[config.mk]
export PLATFORM = sky130hd
export DESIGN_NAME = vir_top
export DESIGN_NICKNAME = d
export VERILOG_FILES = /design/src/vir_pkg.sv /design/src/vir_src_cell.sv /design/src/vir_top.sv
export VERILOG_INCLUDE_DIRS = /design/src
export SDC_FILE = /design/constraint.sdc
export NUM_CORES = 1
export LEC_CHECK = 0
export ABC_AREA = 1
export ABC_CLOCK_PERIOD_IN_PS = 1900
export BUFFER_PORTS_ARGS = -buffer_cell sky130_fd_sc_hd__buf_2
export CAP_MARGIN = 25
export CORE_MARGIN = 5
export CORE_UTILIZATION = 49
export CTS_BUF_LIST = sky130_fd_sc_hd__clkbuf_8
export CTS_CLUSTER_SIZE = 40
export DETAILED_ROUTE_END_ITERATION = 10
export PLACE_DENSITY = 0.83
export SYNTH_ARGS = -nofsm -noshare
export SYNTH_HDL_FRONTEND = slang
export SYNTH_SLANG_ARGS = --single-unit
[constraint.sdc]
create_clock -name mclk -period 1.9 [get_ports mclk]
set_clock_uncertainty 0.2 [all_clocks]
set_input_delay 0.38 -clock mclk [delete_from_list [all_inputs] [get_ports mclk]]
set_output_delay 0.38 -clock mclk [all_outputs]
set_load 0.02 [all_outputs]
[src/vir_map.svh]
// constants of the vectored interrupt router: sizes, bit slots, reset values
// assumes inclusion by vir_pkg and the design modules by bare name
`ifndef VIR_MAP_SVH
`define VIR_MAP_SVH

// ****************************************************************
// sizes
// ****************************************************************
`define VIR_NSRC 3
`define VIR_NMOD 8
`define VIR_NDST 4
`define VIR_NEXT 2

// ****************************************************************
// source bit slots and destination replication slots
// ****************************************************************
`define VIR_SRC_AGG 0
`define VIR_SRC_EXT_A 1
`define VIR_SRC_EXT_B 2
`define VIR_DST_CPU_A 0
`define VIR_DST_CPU_B 1
`define VIR_DST_EXT_A 2
`define VIR_DST_EXT_B 3

// ****************************************************************
// reset values
// ****************************************************************
`define VIR_RST_BIT 1'h0
`define VIR_RST_OE_N 1'h1

`endif

[src/vir_pkg.sv]
// types of the vectored interrupt router
// assumes vir_map.svh is on the include path
`include "vir_map.svh"

package vir_pkg;

    // detection modes of one source
    typedef enum logic [1:0] {
        VIR_LEVEL = 2'h0,
        VIR_ANY_EDGE = 2'h1,
        VIR_FALL_EDGE = 2'h2,
        VIR_RISE_EDGE = 2'h3
    } vir_mode_e;

    // per-source configuration of the top-level source stage
    typedef struct packed {
        logic [`VIR_NSRC-1:0][1:0] detect_mode;
        logic [`VIR_NSRC-1:0] latch_bypass;
        logic [`VIR_NSRC-1:0] enable_mask;
    } vir_src_cfg_s;

    // per-module configuration of the port-module stage
    typedef struct packed {
        logic [`VIR_NMOD-1:0][1:0] detect_mode;
        logic [`VIR_NMOD-1:0] latch_bypass;
        logic [`VIR_NMOD-1:0] enable_mask;
    } vir_mod_cfg_s;

endpackage : vir_pkg

[src/vir_src_cell.sv]
// one source stage: edge/level detection, latched events, bypass, enable
// assumes active-high levels on mclk, already synchronised by the caller
`timescale 1ns/1ps
`include "vir_map.svh"

module vir_src_cell
    import vir_pkg::*;
#(
    parameter int N = `VIR_NSRC
) (
    // clock and reset
    input wire logic mclk,
    input wire logic arst_n,
    // sources and configuration
    input wire logic [N-1:0] level,
    input wire logic [N-1:0][1:0] detect_mode,
    input wire logic [N-1:0] latch_bypass,
    input wire logic [N-1:0] enable_mask,
    input wire logic [N-1:0] clear_pulse,
    // state
    output logic [N-1:0] latched,
    output logic [N-1:0] presented
);

    logic [N-1:0] prev_q;
    logic [N-1:0] latched_q;
    logic [N-1:0] hit;

    // previous sample for edge detection; 0 at reset, so a source already
    // high when reset lifts counts as a rising edge
    always_ff @(posedge mclk or negedge arst_n) begin
        if (!arst_n) begin
            prev_q <= '0;
        end else begin
            prev_q <= level;
        end
    end

    // qualifying events per mode
    always_comb begin
        hit = '0;
        for (int i = 0; i < N; i++) begin
            unique case (vir_mode_e'(detect_mode[i]))
                VIR_LEVEL: hit[i] = level[i];
                VIR_ANY_EDGE: hit[i] = level[i] ^ prev_q[i];
                VIR_FALL_EDGE: hit[i] = prev_q[i] & ~level[i];
                VIR_RISE_EDGE: hit[i] = ~prev_q[i] & level[i];
            endcase
        end
    end

    // write-one-to-clear, with a same-cycle event winning over the clear
    always_ff @(posedge mclk or negedge arst_n) begin
        if (!arst_n) begin
            latched_q <= '0;
        end else begin
            latched_q <= (latched_q & ~clear_pulse) | hit;
        end
    end

    assign latched = latched_q;
    // bypass takes the raw level and ignores latch and mode
    assign presented = ((latch_bypass & level) | (~latch_bypass & latched_q))
                       & enable_mask;

    for (genvar g = 0; g < N; g++) begin : g_chk
        level_set_a: assert property (@(posedge mclk) disable iff (!arst_n)
            (detect_mode[g] == 2'h0 && level[g]) |=> latched[g])
            else $error("level source did not latch");
        event_only_a: assert property (@(posedge mclk) disable iff (!arst_n)
            $rose(latched[g]) |-> $past(detect_mode[g] == 2'h0 ? level[g] :
                detect_mode[g] == 2'h1 ? level[g] != prev_q[g] :
                detect_mode[g] == 2'h2 ? prev_q[g] && !level[g] :
                !prev_q[g] && level[g]))
            else $error("latched bit set without its event");
        rise_set_a: assert property (@(posedge mclk) disable iff (!arst_n)
            (detect_mode[g] == 2'h3 && !prev_q[g] && level[g]) |=> latched[g])
            else $error("rising edge not latched");
        fall_set_a: assert property (@(posedge mclk) disable iff (!arst_n)
            (detect_mode[g] == 2'h2 && prev_q[g] && !level[g]) |=> latched[g])
            else $error("falling edge not latched");
        clear_hold_a: assert property (@(posedge mclk) disable iff (!arst_n)
            latched[g] |=> latched[g] == !$past(clear_pulse[g]) || $past(hit[g]))
            else $error("latched bit clear or hold wrong");
        set_wins_a: assert property (@(posedge mclk) disable iff (!arst_n)
            (clear_pulse[g] && hit[g]) |=> latched[g])
            else $error("clear beat a same-cycle event");
    end

endmodule : vir_src_cell

[src/vir_top.sv]
// vectored interrupt router: port-module hierarchy, top source stage,
// four destinations, two external inputs and two external outputs
// assumes one clock mclk; pins outside mclk come in on ext_in_pin_*;
// port-module interrupts and all configuration are on mclk already
//
// Summary of operation
// - four destinations: two processor lines, two external output pins
// - all internal signals active high; polarity fixed at entry and exit
// - raw view always shows the unlatched source level, one cycle late
// - level mode sets the latched bit every cycle the source is active
// - any-edge mode sets the latched bit when the level changes
// - falling-edge mode sets it when the source goes inactive
// - rising-edge mode sets it when the source goes active
// - writing one clears a latched bit, writing zero leaves it
// - a same-cycle event beats the clear and sets the bit again
// - a source is presented when latched and enabled
// - source pending view is presented state and enable
// - bypass uses the raw level instead of latch and mode
// - destination asserts when any presented source is in its mask
// - destination pending view shows presented sources in its mask
// - each port-module interrupt passes its own polarity bit first
// - port-module stage works exactly like the top source stage
// - enabled pending module interrupts are ORed into one source
// - aggregate on bit 0, external inputs on bits 1 and 2
// - two inputs and two outputs, independent, each own polarity
// - drive style 0 drives the output pin at both levels
// - drive style 1 with polarity 0 emulates open collector
// - a mapped output takes the shared pin from the input
`timescale 1ns/1ps
`include "vir_map.svh"

module vir_top
    import vir_pkg::*;
(
    // clock and reset
    input wire logic mclk,
    input wire logic arst_n,
    // port-module interrupts and their configuration
    input wire logic [`VIR_NMOD-1:0] module_irq,
    input wire logic [`VIR_NMOD-1:0] module_polarity,
    input wire vir_mod_cfg_s module_cfg,
    input wire logic [`VIR_NMOD-1:0] module_clear,
    // top source configuration
    input wire vir_src_cfg_s source_cfg,
    input wire logic [`VIR_NSRC-1:0] source_clear,
    // destination masks, one per replication slot
    input wire logic [`VIR_NDST-1:0][`VIR_NSRC-1:0] dest_route_mask,
    // external pin configuration, index 0 is line a, 1 is line b
    input wire logic [`VIR_NEXT-1:0] ext_input_polarity,
    input wire logic [`VIR_NEXT-1:0] ext_output_polarity,
    input wire logic [`VIR_NEXT-1:0] ext_output_drive_style,
    input wire logic [`VIR_NEXT-1:0] ext_out_pin_sel,
    // external shared pins
    input wire logic ext_in_pin_a,
    input wire logic ext_in_pin_b,
    output logic ext_out_pin_a,
    output logic ext_out_pin_a_oe_n,
    output logic ext_out_pin_b,
    output logic ext_out_pin_b_oe_n,
    // processor interrupt lines
    output logic processor_irq_line_a,
    output logic processor_irq_line_b,
    // top source status
    output logic [`VIR_NSRC-1:0] source_raw_level,
    output logic [`VIR_NSRC-1:0] source_latched_event,
    output logic [`VIR_NSRC-1:0] source_pending_view,
    // destination status
    output logic [`VIR_NDST-1:0][`VIR_NSRC-1:0] dest_pending_view,
    // port-module status
    output logic [`VIR_NMOD-1:0] module_raw_level,
    output logic [`VIR_NMOD-1:0] module_latched_event,
    output logic [`VIR_NMOD-1:0] module_pending_view
);

    // ****************************************************************
    // external input synchronisers
    // ****************************************************************

    logic [`VIR_NEXT-1:0] sync1_q;
    logic [`VIR_NEXT-1:0] sync2_q;
    logic [1:0] fill_q;

    // the stages leave reset at 0, which an active-low pin would read as
    // asserted; inputs stay idle until both stages carry real pin data
    always_ff @(posedge mclk or negedge arst_n) begin
        if (!arst_n) begin
            fill_q <= 2'h0;
        end else begin
            fill_q <= {fill_q[0], 1'h1};
        end
    end

    // two stages before any logic; the first is read only by the second
    always_ff @(posedge mclk or negedge arst_n) begin
        if (!arst_n) begin
            sync1_q <= '0;
            sync2_q <= '0;
        end else begin
            sync1_q <= {ext_in_pin_b, ext_in_pin_a};
            sync2_q <= sync1_q;
        end
    end

    // ****************************************************************
    // port-module hierarchy
    // ****************************************************************

    logic [`VIR_NMOD-1:0] mod_level;
    logic [`VIR_NMOD-1:0] mod_latched;
    logic [`VIR_NMOD-1:0] mod_presented;
    logic mod_aggregate;

    // polarity 1 keeps the line, 0 inverts an active-low module line
    assign mod_level = module_irq ^ ~module_polarity;

    // same cell as the top stage, so both behave identically
    vir_src_cell #(
        .N(`VIR_NMOD)
    ) u_mod_stage (
        .mclk(mclk),
        .arst_n(arst_n),
        .level(mod_level),
        .detect_mode(module_cfg.detect_mode),
        .latch_bypass(module_cfg.latch_bypass),
        .enable_mask(module_cfg.enable_mask),
        .clear_pulse(module_clear),
        .latched(mod_latched),
        .presented(mod_presented)
    );

    // every enabled pending module folds into one source
    assign mod_aggregate = |mod_presented;

    // ****************************************************************
    // top source stage
    // ****************************************************************

    logic [`VIR_NEXT-1:0] ext_level;
    logic [`VIR_NSRC-1:0] src_level;
    logic [`VIR_NSRC-1:0] src_latched;
    logic [`VIR_NSRC-1:0] src_presented;

    // polarity after the synchroniser; a pin taken by its output reads idle
    assign ext_level = (sync2_q ^ ~ext_input_polarity) & ~ext_out_pin_sel
                       & {`VIR_NEXT{fill_q[1]}};

    // fixed source slots
    always_comb begin
        src_level = '0;
        src_level[`VIR_SRC_AGG] = mod_aggregate;
        src_level[`VIR_SRC_EXT_A] = ext_level[0];
        src_level[`VIR_SRC_EXT_B] = ext_level[1];
    end

    vir_src_cell #(
        .N(`VIR_NSRC)
    ) u_src_stage (
        .mclk(mclk),
        .arst_n(arst_n),
        .level(src_level),
        .detect_mode(source_cfg.detect_mode),
        .latch_bypass(source_cfg.latch_bypass),
        .enable_mask(source_cfg.enable_mask),
        .clear_pulse(source_clear),
        .latched(src_latched),
        .presented(src_presented)
    );

    // ****************************************************************
    // destinations
    // ****************************************************************

    logic [`VIR_NDST-1:0][`VIR_NSRC-1:0] dst_view;
    logic [`VIR_NDST-1:0] dst_active;

    // each slot masks the presented sources on its own
    always_comb begin
        for (int d = 0; d < `VIR_NDST; d++) begin
            dst_view[d] = src_presented & dest_route_mask[d];
            dst_active[d] = |dst_view[d];
        end
    end

    // ****************************************************************
    // status registers
    // ****************************************************************

    logic [`VIR_NSRC-1:0] src_raw_q;
    logic [`VIR_NSRC-1:0] src_latched_q;
    logic [`VIR_NSRC-1:0] src_view_q;
    logic [`VIR_NDST-1:0][`VIR_NSRC-1:0] dst_view_q;
    logic [`VIR_NMOD-1:0] mod_raw_q;
    logic [`VIR_NMOD-1:0] mod_latched_q;
    logic [`VIR_NMOD-1:0] mod_view_q;

    // views are one cycle behind the logic, all from the same edge,
    // so they agree with each other and with the interrupt lines
    always_ff @(posedge mclk or negedge arst_n) begin
        if (!arst_n) begin
            src_raw_q <= '0;
            src_latched_q <= '0;
            src_view_q <= '0;
            dst_view_q <= '0;
            mod_raw_q <= '0;
            mod_latched_q <= '0;
            mod_view_q <= '0;
        end else begin
            src_raw_q <= src_level;
            src_latched_q <= src_latched;
            src_view_q <= src_presented;
            dst_view_q <= dst_view;
            mod_raw_q <= mod_level;
            mod_latched_q <= mod_latched;
            mod_view_q <= mod_presented;
        end
    end

    assign source_raw_level = src_raw_q;
    assign source_latched_event = src_latched_q;
    assign source_pending_view = src_view_q;
    assign dest_pending_view = dst_view_q;
    assign module_raw_level = mod_raw_q;
    assign module_latched_event = mod_latched_q;
    assign module_pending_view = mod_view_q;

    // ****************************************************************
    // processor lines
    // ****************************************************************

    logic cpu_a_q;
    logic cpu_b_q;

    always_ff @(posedge mclk or negedge arst_n) begin
        if (!arst_n) begin
            cpu_a_q <= `VIR_RST_BIT;
            cpu_b_q <= `VIR_RST_BIT;
        end else begin
            cpu_a_q <= dst_active[`VIR_DST_CPU_A];
            cpu_b_q <= dst_active[`VIR_DST_CPU_B];
        end
    end

    assign processor_irq_line_a = cpu_a_q;
    assign processor_irq_line_b = cpu_b_q;

    // ****************************************************************
    // external output pins
    // ****************************************************************

    logic [`VIR_NEXT-1:0] pin_q;
    logic [`VIR_NEXT-1:0] oe_n_q;
    logic [`VIR_NEXT-1:0] ext_dst;

    assign ext_dst = {dst_active[`VIR_DST_EXT_B], dst_active[`VIR_DST_EXT_A]};

    // drive style 1 is always open collector: polarity 1 with it is not a
    // useful setting, so the pin is still only ever pulled low
    always_ff @(posedge mclk or negedge arst_n) begin
        if (!arst_n) begin
            pin_q <= '0;
            oe_n_q <= {`VIR_NEXT{`VIR_RST_OE_N}};
        end else begin
            for (int e = 0; e < `VIR_NEXT; e++) begin
                if (!ext_out_pin_sel[e]) begin
                    pin_q[e] <= 1'h0; // pin left to the input
                    oe_n_q[e] <= 1'h1;
                end else if (ext_output_drive_style[e]) begin
                    pin_q[e] <= 1'h0;
                    oe_n_q[e] <= ~ext_dst[e];
                end else begin
                    pin_q[e] <= ext_dst[e] ~^ ext_output_polarity[e];
                    oe_n_q[e] <= 1'h0;
                end
            end
        end
    end

    assign ext_out_pin_a = pin_q[0];
    assign ext_out_pin_a_oe_n = oe_n_q[0];
    assign ext_out_pin_b = pin_q[1];
    assign ext_out_pin_b_oe_n = oe_n_q[1];

    // ****************************************************************
    // checks
    // ****************************************************************

    sync_delay_a: assert property (@(posedge mclk) disable iff (!arst_n)
        (!ext_out_pin_sel[0] && ext_input_polarity[0]) [*4]
        |-> source_raw_level[1] == $past(ext_in_pin_a, 3))
        else $error("external input a not seen after two stages");

    input_taken_a: assert property (@(posedge mclk) disable iff (!arst_n)
        $past(ext_out_pin_sel[0]) |-> !source_raw_level[1])
        else $error("mapped pin still feeds the input source");

    aggregate_or_a: assert property (@(posedge mclk) disable iff (!arst_n)
        source_raw_level[0] == (|module_pending_view))
        else $error("aggregate source disagrees with module views");

    module_pol_a: assert property (@(posedge mclk) disable iff (!arst_n)
        module_raw_level == $past(module_irq ^ ~module_polarity))
        else $error("module polarity not applied");

    dest_view_a: assert property (@(posedge mclk) disable iff (!arst_n)
        dest_pending_view[2] == (source_pending_view & $past(dest_route_mask[2])))
        else $error("destination view not masked pending view");

    cpu_line_a: assert property (@(posedge mclk) disable iff (!arst_n)
        processor_irq_line_a == (|dest_pending_view[0])
        && processor_irq_line_b == (|dest_pending_view[1]))
        else $error("processor line disagrees with its view");

    push_pull_a: assert property (@(posedge mclk) disable iff (!arst_n)
        $past(ext_out_pin_sel[0] && !ext_output_drive_style[0])
        |-> !ext_out_pin_a_oe_n && ext_out_pin_a ==
            ((|dest_pending_view[2]) == $past(ext_output_polarity[0])))
        else $error("push-pull output wrong");

    open_coll_a: assert property (@(posedge mclk) disable iff (!arst_n)
        $past(ext_out_pin_sel[0] && ext_output_drive_style[0])
        |-> !ext_out_pin_a && ext_out_pin_a_oe_n == !(|dest_pending_view[2]))
        else $error("open-collector output wrong");

    pending_en_a: assert property (@(posedge mclk) disable iff (!arst_n)
        (source_pending_view & ~$past(source_cfg.enable_mask)) == '0)
        else $error("disabled source shown pending");

endmodule : vir_top

==> results of run 1 <==
metal layers:
metal | wire, µm | part of all wire (%) | track usage [%] | vias to the layer above
met5 | 0 | 0 | 0 | -
met4 | 165 | 2.2 | 8.67 | 0
met3 | 740 | 9.7 | 6.28 | 16
met2 | 3950 | 52 | 32.6 | 105
met1 | 2770 | 36 | 19.6 | 1261
li1 | - | - | - | 1416
state kept, by name, indices dropped and copies added (netlist names):
signal                count
dest_pending_view        12
fill_q                    2
module_latched_event      8
module_pending_view       8
oe_n_q                    2
pin_q                     2
processor_irq_line_a      1
processor_irq_line_b      1
source_latched_event      3
source_pending_view       3
sync1_q                   2
sync2_q                   2
u_mod_stage.latched       8
u_mod_stage.prev_q        8
u_src_stage.latched       3
u_src_stage.prev_q        3
power by group through the flow:
stage	clock network, mW	registers, mW	logic (mW)
2_1_floorplan	0	1.78	0.276
5_1_grt	1.28	1.66	0.829
3_5_place_dp	0	1.67	0.719
4_1_cts	1.21	1.64	0.729
6_report	1.18	1.64	0.738
3_3_place_gp	0	1.66	0.690
per-stage QoR:
stage	TNS, ns	cell area, µm²
after CTS	0	4380
after floorplan	0	3250
after detailed placement	-0.0251	4130
after global placement	0	4130
after global routing	-0.0346	4430
final	0	4430
layout make-up:
class | instances | area [µm²]
Fill cell | 521 | 1990
Clock inverter | 6 | 63.8
Tap cell | 77 | 96.3
Clock buffer | 10 | 138
Multi-Input combinational cell | 178 | 1180
Inverter | 107 | 402
Timing Repair Buffer | 157 | 850
Sequential cell | 68 | 1700
critical path, delay by kind of cell:
family	cells	cell delay (ns)
adders and majority gates	1	0.27
AOI/OAI and AO/OA	2	0.34
and+or+nand+nor	1	0.11
buffers and inverters	4	0.76
repair_timing:
action / 4_1_cts / 5_1_grt
setup endpoints to repair: 0 / 5
buffers inserted: 0 / 2
hold buffers: 5 / 1
gates resized for setup: 0 / 12
endpoints found under the hold margin: 70 / 1
logic make-up (layout without fill, tap and decap cells):
| kind of cell | Yosys count | count (layout) | synth area share, % |
|---|---|---|---|
| buf+inv | 107 | 280 | 12.3 |
| simple gates | 88 | 88 | 14.7 |
| flops | 68 | 68 | 52.4 |
| compound gates | 67 | 67 | 12.0 |
| fa+ha+maj | 22 | 22 | 8.46 |
| other cells | 1 | 1 | 0.115 |
layout by cell type, fill, tap and decap left out, drive strengths merged:
master	synthesis	routed
o22ai	10	10
dlygate4sd3	0	6
a21oi	21	21
nand3	19	19
nor2	11	11
clkbuf	0	10
bufinv	0	1
o21ai	22	22
o221ai	1	1
dfrtp	66	66
clkinvlp	0	2
or2	2	2
inv	107	107
nand2	54	54
nand4	2	2
conb	1	1
clkinv	0	3
o21a	11	11
a211oi	2	2
buf	0	151
dfstp	2	2
ha	22	22
worst paths after layout:
path	end	cells after the start	slack [ns]
max in group asynchronous	module_pending_view[6]$_DFF_PN0_	3	0.80
min in group asynchronous	sync1_q[1]$_DFF_PN0_	3	0.37
max	u_src_stage.latched[2]$_DFF_PN0_	8	0.05
min	u_mod_stage.latched[7]$_DFF_PN0_	2	0.03
max reg2reg	u_src_stage.latched[0]$_DFF_PN0_	9	0.12
min reg2reg	sync2_q[0]$_DFF_PN0_	0	0.15
==> flow_summary.ini, run 1 <==
[die]
die_w_um = 91.5
row_count = 29
core_area_um2 = 6420
die-height_um = 91.5
start_util_pct = 50.7
io_pins = 146
die-area_um2 = 8370

[synthesis]
synth-main-ff-cell = dfrtp_1
netlist.area_leader.share_pct = 50.7
synth_area_um2 = 3250
yosysTopAreaCell = dfrtp_1
async_flop_share_pct = 100
yosysMostFrequentCell = inv_1
synth_edf_count = 0
yosys_warnings = 0
synthCells = 353
syn_avg_cell_area_um2 = 9.22
synth_fp_nets = 470
synthTopCellsByArea = dfrtp_1 (51%), inv_1 (12%), ha_1 (8.5%)
synth_common_cells = inv_1 (103), dfrtp_1 (66), nand2_1 (42)
synth-seq-cells = 68
synth-seq-area-share_pct = 52.4
yosysUniqueCellTypes = 25

[clock_tree]
clock_latency_ns = 0.33
clockBufferDepth = 2
cts.sinks = 68
root_buffer = clkbuf_8
cts_buffers = 9
path_clk_slew_ns = 0.08
cts_tree = yes
htree_levels = 3

[cells_and_area]
fin_nets = 638
fin_util_pct = 69.0
drive_gt1_share_pct = 39.7
area_growth_pct = 36.2
n_antenna_cell = 0
final_cell_count_no_fill = 603

[drt]
dr_total_vias = 2798
ant_nets = 0
drtIter0Drc = 75
drc = 0
wl_per_cell_um = 12.6
first_pass_iters = 4
via_per_inst = 4.64
routed_wl_um = 7630

[placed_design]
post-place-ws_ns = -0.0251
dp.cells = 580
port_buffers = 145
place_congestion = 0.809
hpwl_um = 6130

[status]
status = complete, no violations

[power]
power.share.switching_pct = 29.5
p_sw_mw = 1.05
seqPwrFrac_pct = 46.0
p_leak_nw = 2.71
p_total_mw = 3.56
p_clk_share_pct = 33.2
irDropWorstVdd_mv = 0.405
cellInternalPower_mw = 2.51
combPwrFrac_pct = 20.7
powerDensity_nw_per_um2 = 804

[worst_setup_path]
crit_type = input pin to register
crit_top_cell = inv_1
startpoint = ext_out_pin_sel[1]
cp.required_ns = 1.92
worst-path-max-fanout = 4
path_cells = dlygate4sd3_1 > inv_2 > nand4_4 > inv_1 > ha_1 > inv_1 > a211oi_2 > o22ai_1
start_kind = input pin
arrival_ns = 1.86
endpoint_kind = register
rr_startpoint = u_mod_stage.latched[5]$_DFF_PN0_
crit_slowest_cell = dlygate4sd3_1
cpPeakStageDelay_ns = 0.57

[global_routing]
grt_pass1_vias = 2887
antenna_found_initial = 0
grt_max_degree = 69
grt_overflow_total = 0
grt_pass1_wl_um = 12300
grt_usage_pct = 18.4

[timing]
hold_ws_ns = 0.0259
period_share_pct = 97.3
drv_slew = 0
hold_viol = 0
setup_viol = 0
timing.final.ws_setup_ns = 0.0508
clock.fmax_mhz = 541
layout_min_cycle_time_ns = 1.85

[worst_hold_path]
hp-class = input pin to register
hold_start = module_clear[7]

[flow_run]
drv_cap = 0
Power figures use the tool's default switching activity.
==> run 2: changes to the inputs <==
BUFFER_PORTS_ARGS = -buffer_cell sky130_fd_sc_hd__buf_4   (was -buffer_cell sky130_fd_sc_hd__buf_2)
==> flow_summary.ini, run 2 (same netlist as run 1, synthesis figures left out) <==
[timing]
hold_viol = 0
layout_min_cycle_time_ns = 1.83
period_share_pct = 96.1
hold_ws_ns = 0.0300
setup_viol = 0
drv_slew = 0
clock.fmax_mhz = 548

[clock_tree]
cts.sinks = 68
path_clk_slew_ns = 0.07
htree_levels = 3
clock_latency_ns = 0.32
cts_tree = yes
clockBufferDepth = 2
root_buffer = clkbuf_8
cts_buffers = 9

[die]
die_w_um = 91.5
die-area_um2 = 8370
io_pins = 146
row_count = 29
core_area_um2 = 6420
start_util_pct = 50.7
die-height_um = 91.5

[global_routing]
antenna_found_initial = 0
grt_usage_pct = 18.8
grt_pass1_wl_um = 12700
grt_overflow_total = 0
grt_pass1_vias = 2928
grt_max_degree = 34

[worst_setup_path]
r2r-end = u_src_stage.latched[0]$_DFF_PN0_
cp.required_ns = 1.89
arrival_ns = 1.82
start_kind = register
rr_startpoint = u_mod_stage.latched[4]$_DFF_PN0_
crit_type = register to register
r2r_setup_slack_ns = 0.07
startpoint = u_mod_stage.latched[4]$_DFF_PN0_
endpoint_kind = register
reg2reg_depth = 9
worst-path-max-fanout = 3

[drt]
drtIter0Drc = 41
via_per_inst = 4.69
first_pass_iters = 4
drc = 0
dr_total_vias = 2854
routed_wl_um = 7770
wl_per_cell_um = 12.8
ant_nets = 0

[worst_hold_path]
whs_endpoint = u_mod_stage.latched[7]$_DFF_PN0_
hold_start = module_clear[7]
hold_depth = 2
hp-class = input pin to register

[cells_and_area]
largest_reg_flops = 12
area_growth_pct = 46.8
fin_nets = 643
fill_cells = 490
drive_gt1_share_pct = 39.5
layout_commonest_cell = buf_4
n_antenna_cell = 0
fin_util_pct = 74.4
mostFrequentLayoutCells = buf_4 (156), inv_1 (104), dfrtp_1 (66)

[flow_run]
drv_cap = 0

[power]
p_leak_nw = 2.84
powerDensity_nw_per_um2 = 735
irDropWorstVdd_mv = 0.388
p_total_mw = 3.51

[status]
status = complete, no violations

[placed_design]
place_congestion = 0.761
hpwl_um = 6510
port_buffers = 145
-- run 2: how the worst max path moves through the flow --
stage,end,slack [ns],depth (start not counted)
global route,u_src_stage.latched[0]$_DFF_PN0_,-0.02,9
CTS,u_src_stage.latched[0]$_DFF_PN0_,0.01,9
global placement,u_src_stage.latched[0]$_DFF_PN0_,0.01,10
detailed placement,u_src_stage.latched[0]$_DFF_PN0_,-0.05,11
finish,u_src_stage.latched[0]$_DFF_PN0_,0.07,9
floorplan,u_src_stage.latched[0]$_DFF_PN0_,0.16,9
-- run 2: layer usage --
metal	wire length, µm	vias to the layer above	track usage (%)
met1	2830	1308	20.5
met4	88	0	6.41
met2	4030	113	33.4
met5	0	-	0
li1	-	1423	-
met3	820	10	6.94
-- run 2: power by group --
group | switching, mW | total (mW) | internal, mW
clock | 0.515 | 1.01 | 0.495
sequential | 0.0634 | 1.64 | 1.58
combinational | 0.449 | 0.859 | 0.410
total | 1.03 | 3.51 | 2.49
-- run 2: critical path: stages (launching register included) --
cell      delay [ns]
dfrtp_1         0.40
o21a_1          0.20
nand2_2         0.08
nand2_2         0.07
nor2_4          0.14
nand2_2         0.06
ha_1            0.28
a21oi_1         0.06
o21ai_1         0.08
o221ai_1        0.13
-- run 2: area by class of cell --
type	instances	area, µm²	share of cell area, %
clock buffers	10	138	2.88
clock inverters	6	31.3	0.655
inverters	107	402	8.41
multi-input cells	178	1170	24.4
flip-flops and latches	68	1700	35.7
well taps	77	96.3	2.02
repair buffers	162	1240	26.0
-- run 2: timing repair --
item,CTS,global route
hold buffers,5,0
buffers inserted,0,5
setup endpoints to repair,0,1
hold endpoints to repair,33,0
gates resized for setup,0,7
-- run 2: per-stage QoR --
stage / area [µm²] / setup WS, ns / instances / TNS (ns)
3_5_place_dp: 4500 / -0.0518 / 582 / -0.0518
3_3_place_gp: 4500 / 0.0103 / 582 / 0
4_1_cts: 4720 / 0.0130 / 603 / 0
6_report: 4780 / 0.0749 / 608 / 0
5_1_grt: 4780 / -0.0179 / 608 / -0.0179
2_1_floorplan: 3250 / 0.160 / 353 / 0
==> run 3: changes to the inputs <==
CTS_CLUSTER_SIZE = 28   (was 40)
RECOVER_POWER = 50   (was not set)
==> flow_summary.ini, run 3 (same netlist as run 1, synthesis figures left out) <==
[worst_setup_path]
rr_startpoint = u_mod_stage.latched[4]$_DFF_PN0_
arrival_ns = 1.81
start_kind = register
cpPeakStageDelay_ns = 0.40
cp_top_family = compound AO/OA/AOI/OAI gates
cp.required_ns = 1.89
reg2reg_depth = 9
path_buf_inv = 0
crit_top_cell = nand2_2
r2r-end = u_src_stage.latched[0]$_DFF_PN0_
crit_type = register to register
crit_slowest_cell = dfrtp_1
path_cells = o21a_1 > nand2_2 > nand2_2 > nor2_4 > nand2_2 > ha_1 > a21oi_1 > o21ai_1 > o221ai_1
endpoint_kind = register
startpoint = u_mod_stage.latched[4]$_DFF_PN0_
r2r_setup_slack_ns = 0.08
worst-path-max-fanout = 3

[power]
combPwrFrac_pct = 24.3
seqPwrFrac_pct = 46.8
cellInternalPower_mw = 2.48
p_leak_nw = 2.82
p_sw_mw = 1.03
p_clk_share_pct = 28.8
irDropWorstVdd_mv = 0.396
p_total_mw = 3.51
powerDensity_nw_per_um2 = 737
power.share.switching_pct = 29.3

[clock_tree]
clockBufferDepth = 2
path_clk_slew_ns = 0.07
htree_levels = 3
cts_tree = yes
cts_buffers = 9
root_buffer = clkbuf_8
clock_latency_ns = 0.33
cts.sinks = 68

[placed_design]
port_buffers = 145
place_congestion = 0.761
hpwl_um = 6510
post-place-ws_ns = -0.0518

[die]
die-area_um2 = 8370
core_area_um2 = 6420
start_util_pct = 50.7
row_count = 29
die_w_um = 91.5
die-height_um = 91.5
io_pins = 146

[cells_and_area]
fill_cells = 499
area_growth_pct = 46.2
layout_commonest_cell = buf_4
largest_reg_flops = 12
n_antenna_cell = 0
regArea_um2 = 1700
drive_gt1_share_pct = 38.8
mostFrequentLayoutCells = buf_4 (143), inv_1 (104), dfrtp_1 (66)
multiInputGateArea_um2 = 1160
fin_nets = 643

[global_routing]
grt_pass1_vias = 2928
antenna_found_initial = 0
grt_overflow_total = 0
grt_max_degree = 34
grt_usage_pct = 18.8
grt_pass1_wl_um = 12700

[timing]
setup_viol = 0
worst_pin_slew_ns = 0.818
period_share_pct = 95.9
layout_min_cycle_time_ns = 1.82
hold_viol = 0
max_slew_margin_pct = 45.5
drv_slew = 0
clock.fmax_mhz = 549
timing.final.ws_setup_ns = 0.0775

[drt]
dr_total_vias = 2844
wl_per_cell_um = 12.8
drc = 0
first_pass_iters = 4
routed_wl_um = 7790
ant_nets = 0
via_per_inst = 4.68
drtIter0Drc = 37

[flow_run]
drv_cap = 0

[worst_hold_path]
hp-class = input pin to register
whs_endpoint = u_mod_stage.latched[7]$_DFF_PN0_
hold_start = module_clear[7]
hold_depth = 2

[status]
status = complete, no violations
[run 3: worst reg2reg max path, stage by stage (launching register included)]
cell	delay (ns)
dfrtp_1	0.40
o21a_1	0.19
nand2_2	0.08
nand2_2	0.07
nor2_4	0.14
nand2_2	0.06
ha_1	0.28
a21oi_1	0.06
o21ai_1	0.08
o221ai_1	0.13
[run 3: how the worst max path moves through the flow]
stage,endpoint,cells after the start
after floorplan,u_src_stage.latched[0]$_DFF_PN0_,9
after global placement,u_src_stage.latched[0]$_DFF_PN0_,10
after detailed placement,u_src_stage.latched[0]$_DFF_PN0_,11
after CTS,u_src_stage.latched[0]$_DFF_PN0_,9
after global routing,u_src_stage.latched[0]$_DFF_PN0_,9
final,u_src_stage.latched[0]$_DFF_PN0_,9
[run 3: routing by layer]
metal	share of wire [%]	track usage, %	routed length, µm
met4	1.1	6.41	83
met5	0	0	0
met1	37	20.5	2900
met3	9.9	6.94	775
met2	52	33.4	4040
[run 3: area by class of cell]
class / instances / area share [%]
Sequential cell: 68 / 35.8
Timing Repair Buffer: 162 / 25.8
Multi-Input combinational cell: 178 / 24.4
Inverter: 107 / 8.44
Clock buffer: 10 / 2.89
Tap cell: 77 / 2.02
Clock inverter: 6 / 0.657
[run 3: what timing repair did]
action | 4_1_cts | 5_1_grt
endpoints found under the hold margin | 33 | 0
hold buffers | 5 | 0
gates resized for setup | 0 | 7
buffers inserted | 0 | 5
endpoints found under the setup margin | 0 | 1
[run 3: power by group through the flow]
stage               clock network [mW]  registers, mW  logic [mW]
floorplan                            0           1.78       0.276
global placement                     0           1.67       0.803
detailed placement                   0           1.67       0.834
CTS                               1.04           1.65       0.844
global route                      1.10           1.66       0.942
finish                            1.01           1.64       0.854
[run 3: through the flow]
step           std cells  util (%)  hold slack, ns  TNS [ns]  area, µm²
2_1_floorplan        353         -          -0.116         0       3250
3_3_place_gp         582      70.1           0.132         0       4500
3_5_place_dp         582      70.1           0.135   -0.0518       4500
4_1_cts              603      73.5          0.0119         0       4720
5_1_grt              608      74.1          0.0189   -0.0179       4760
6_report             608      74.1          0.0289         0       4760
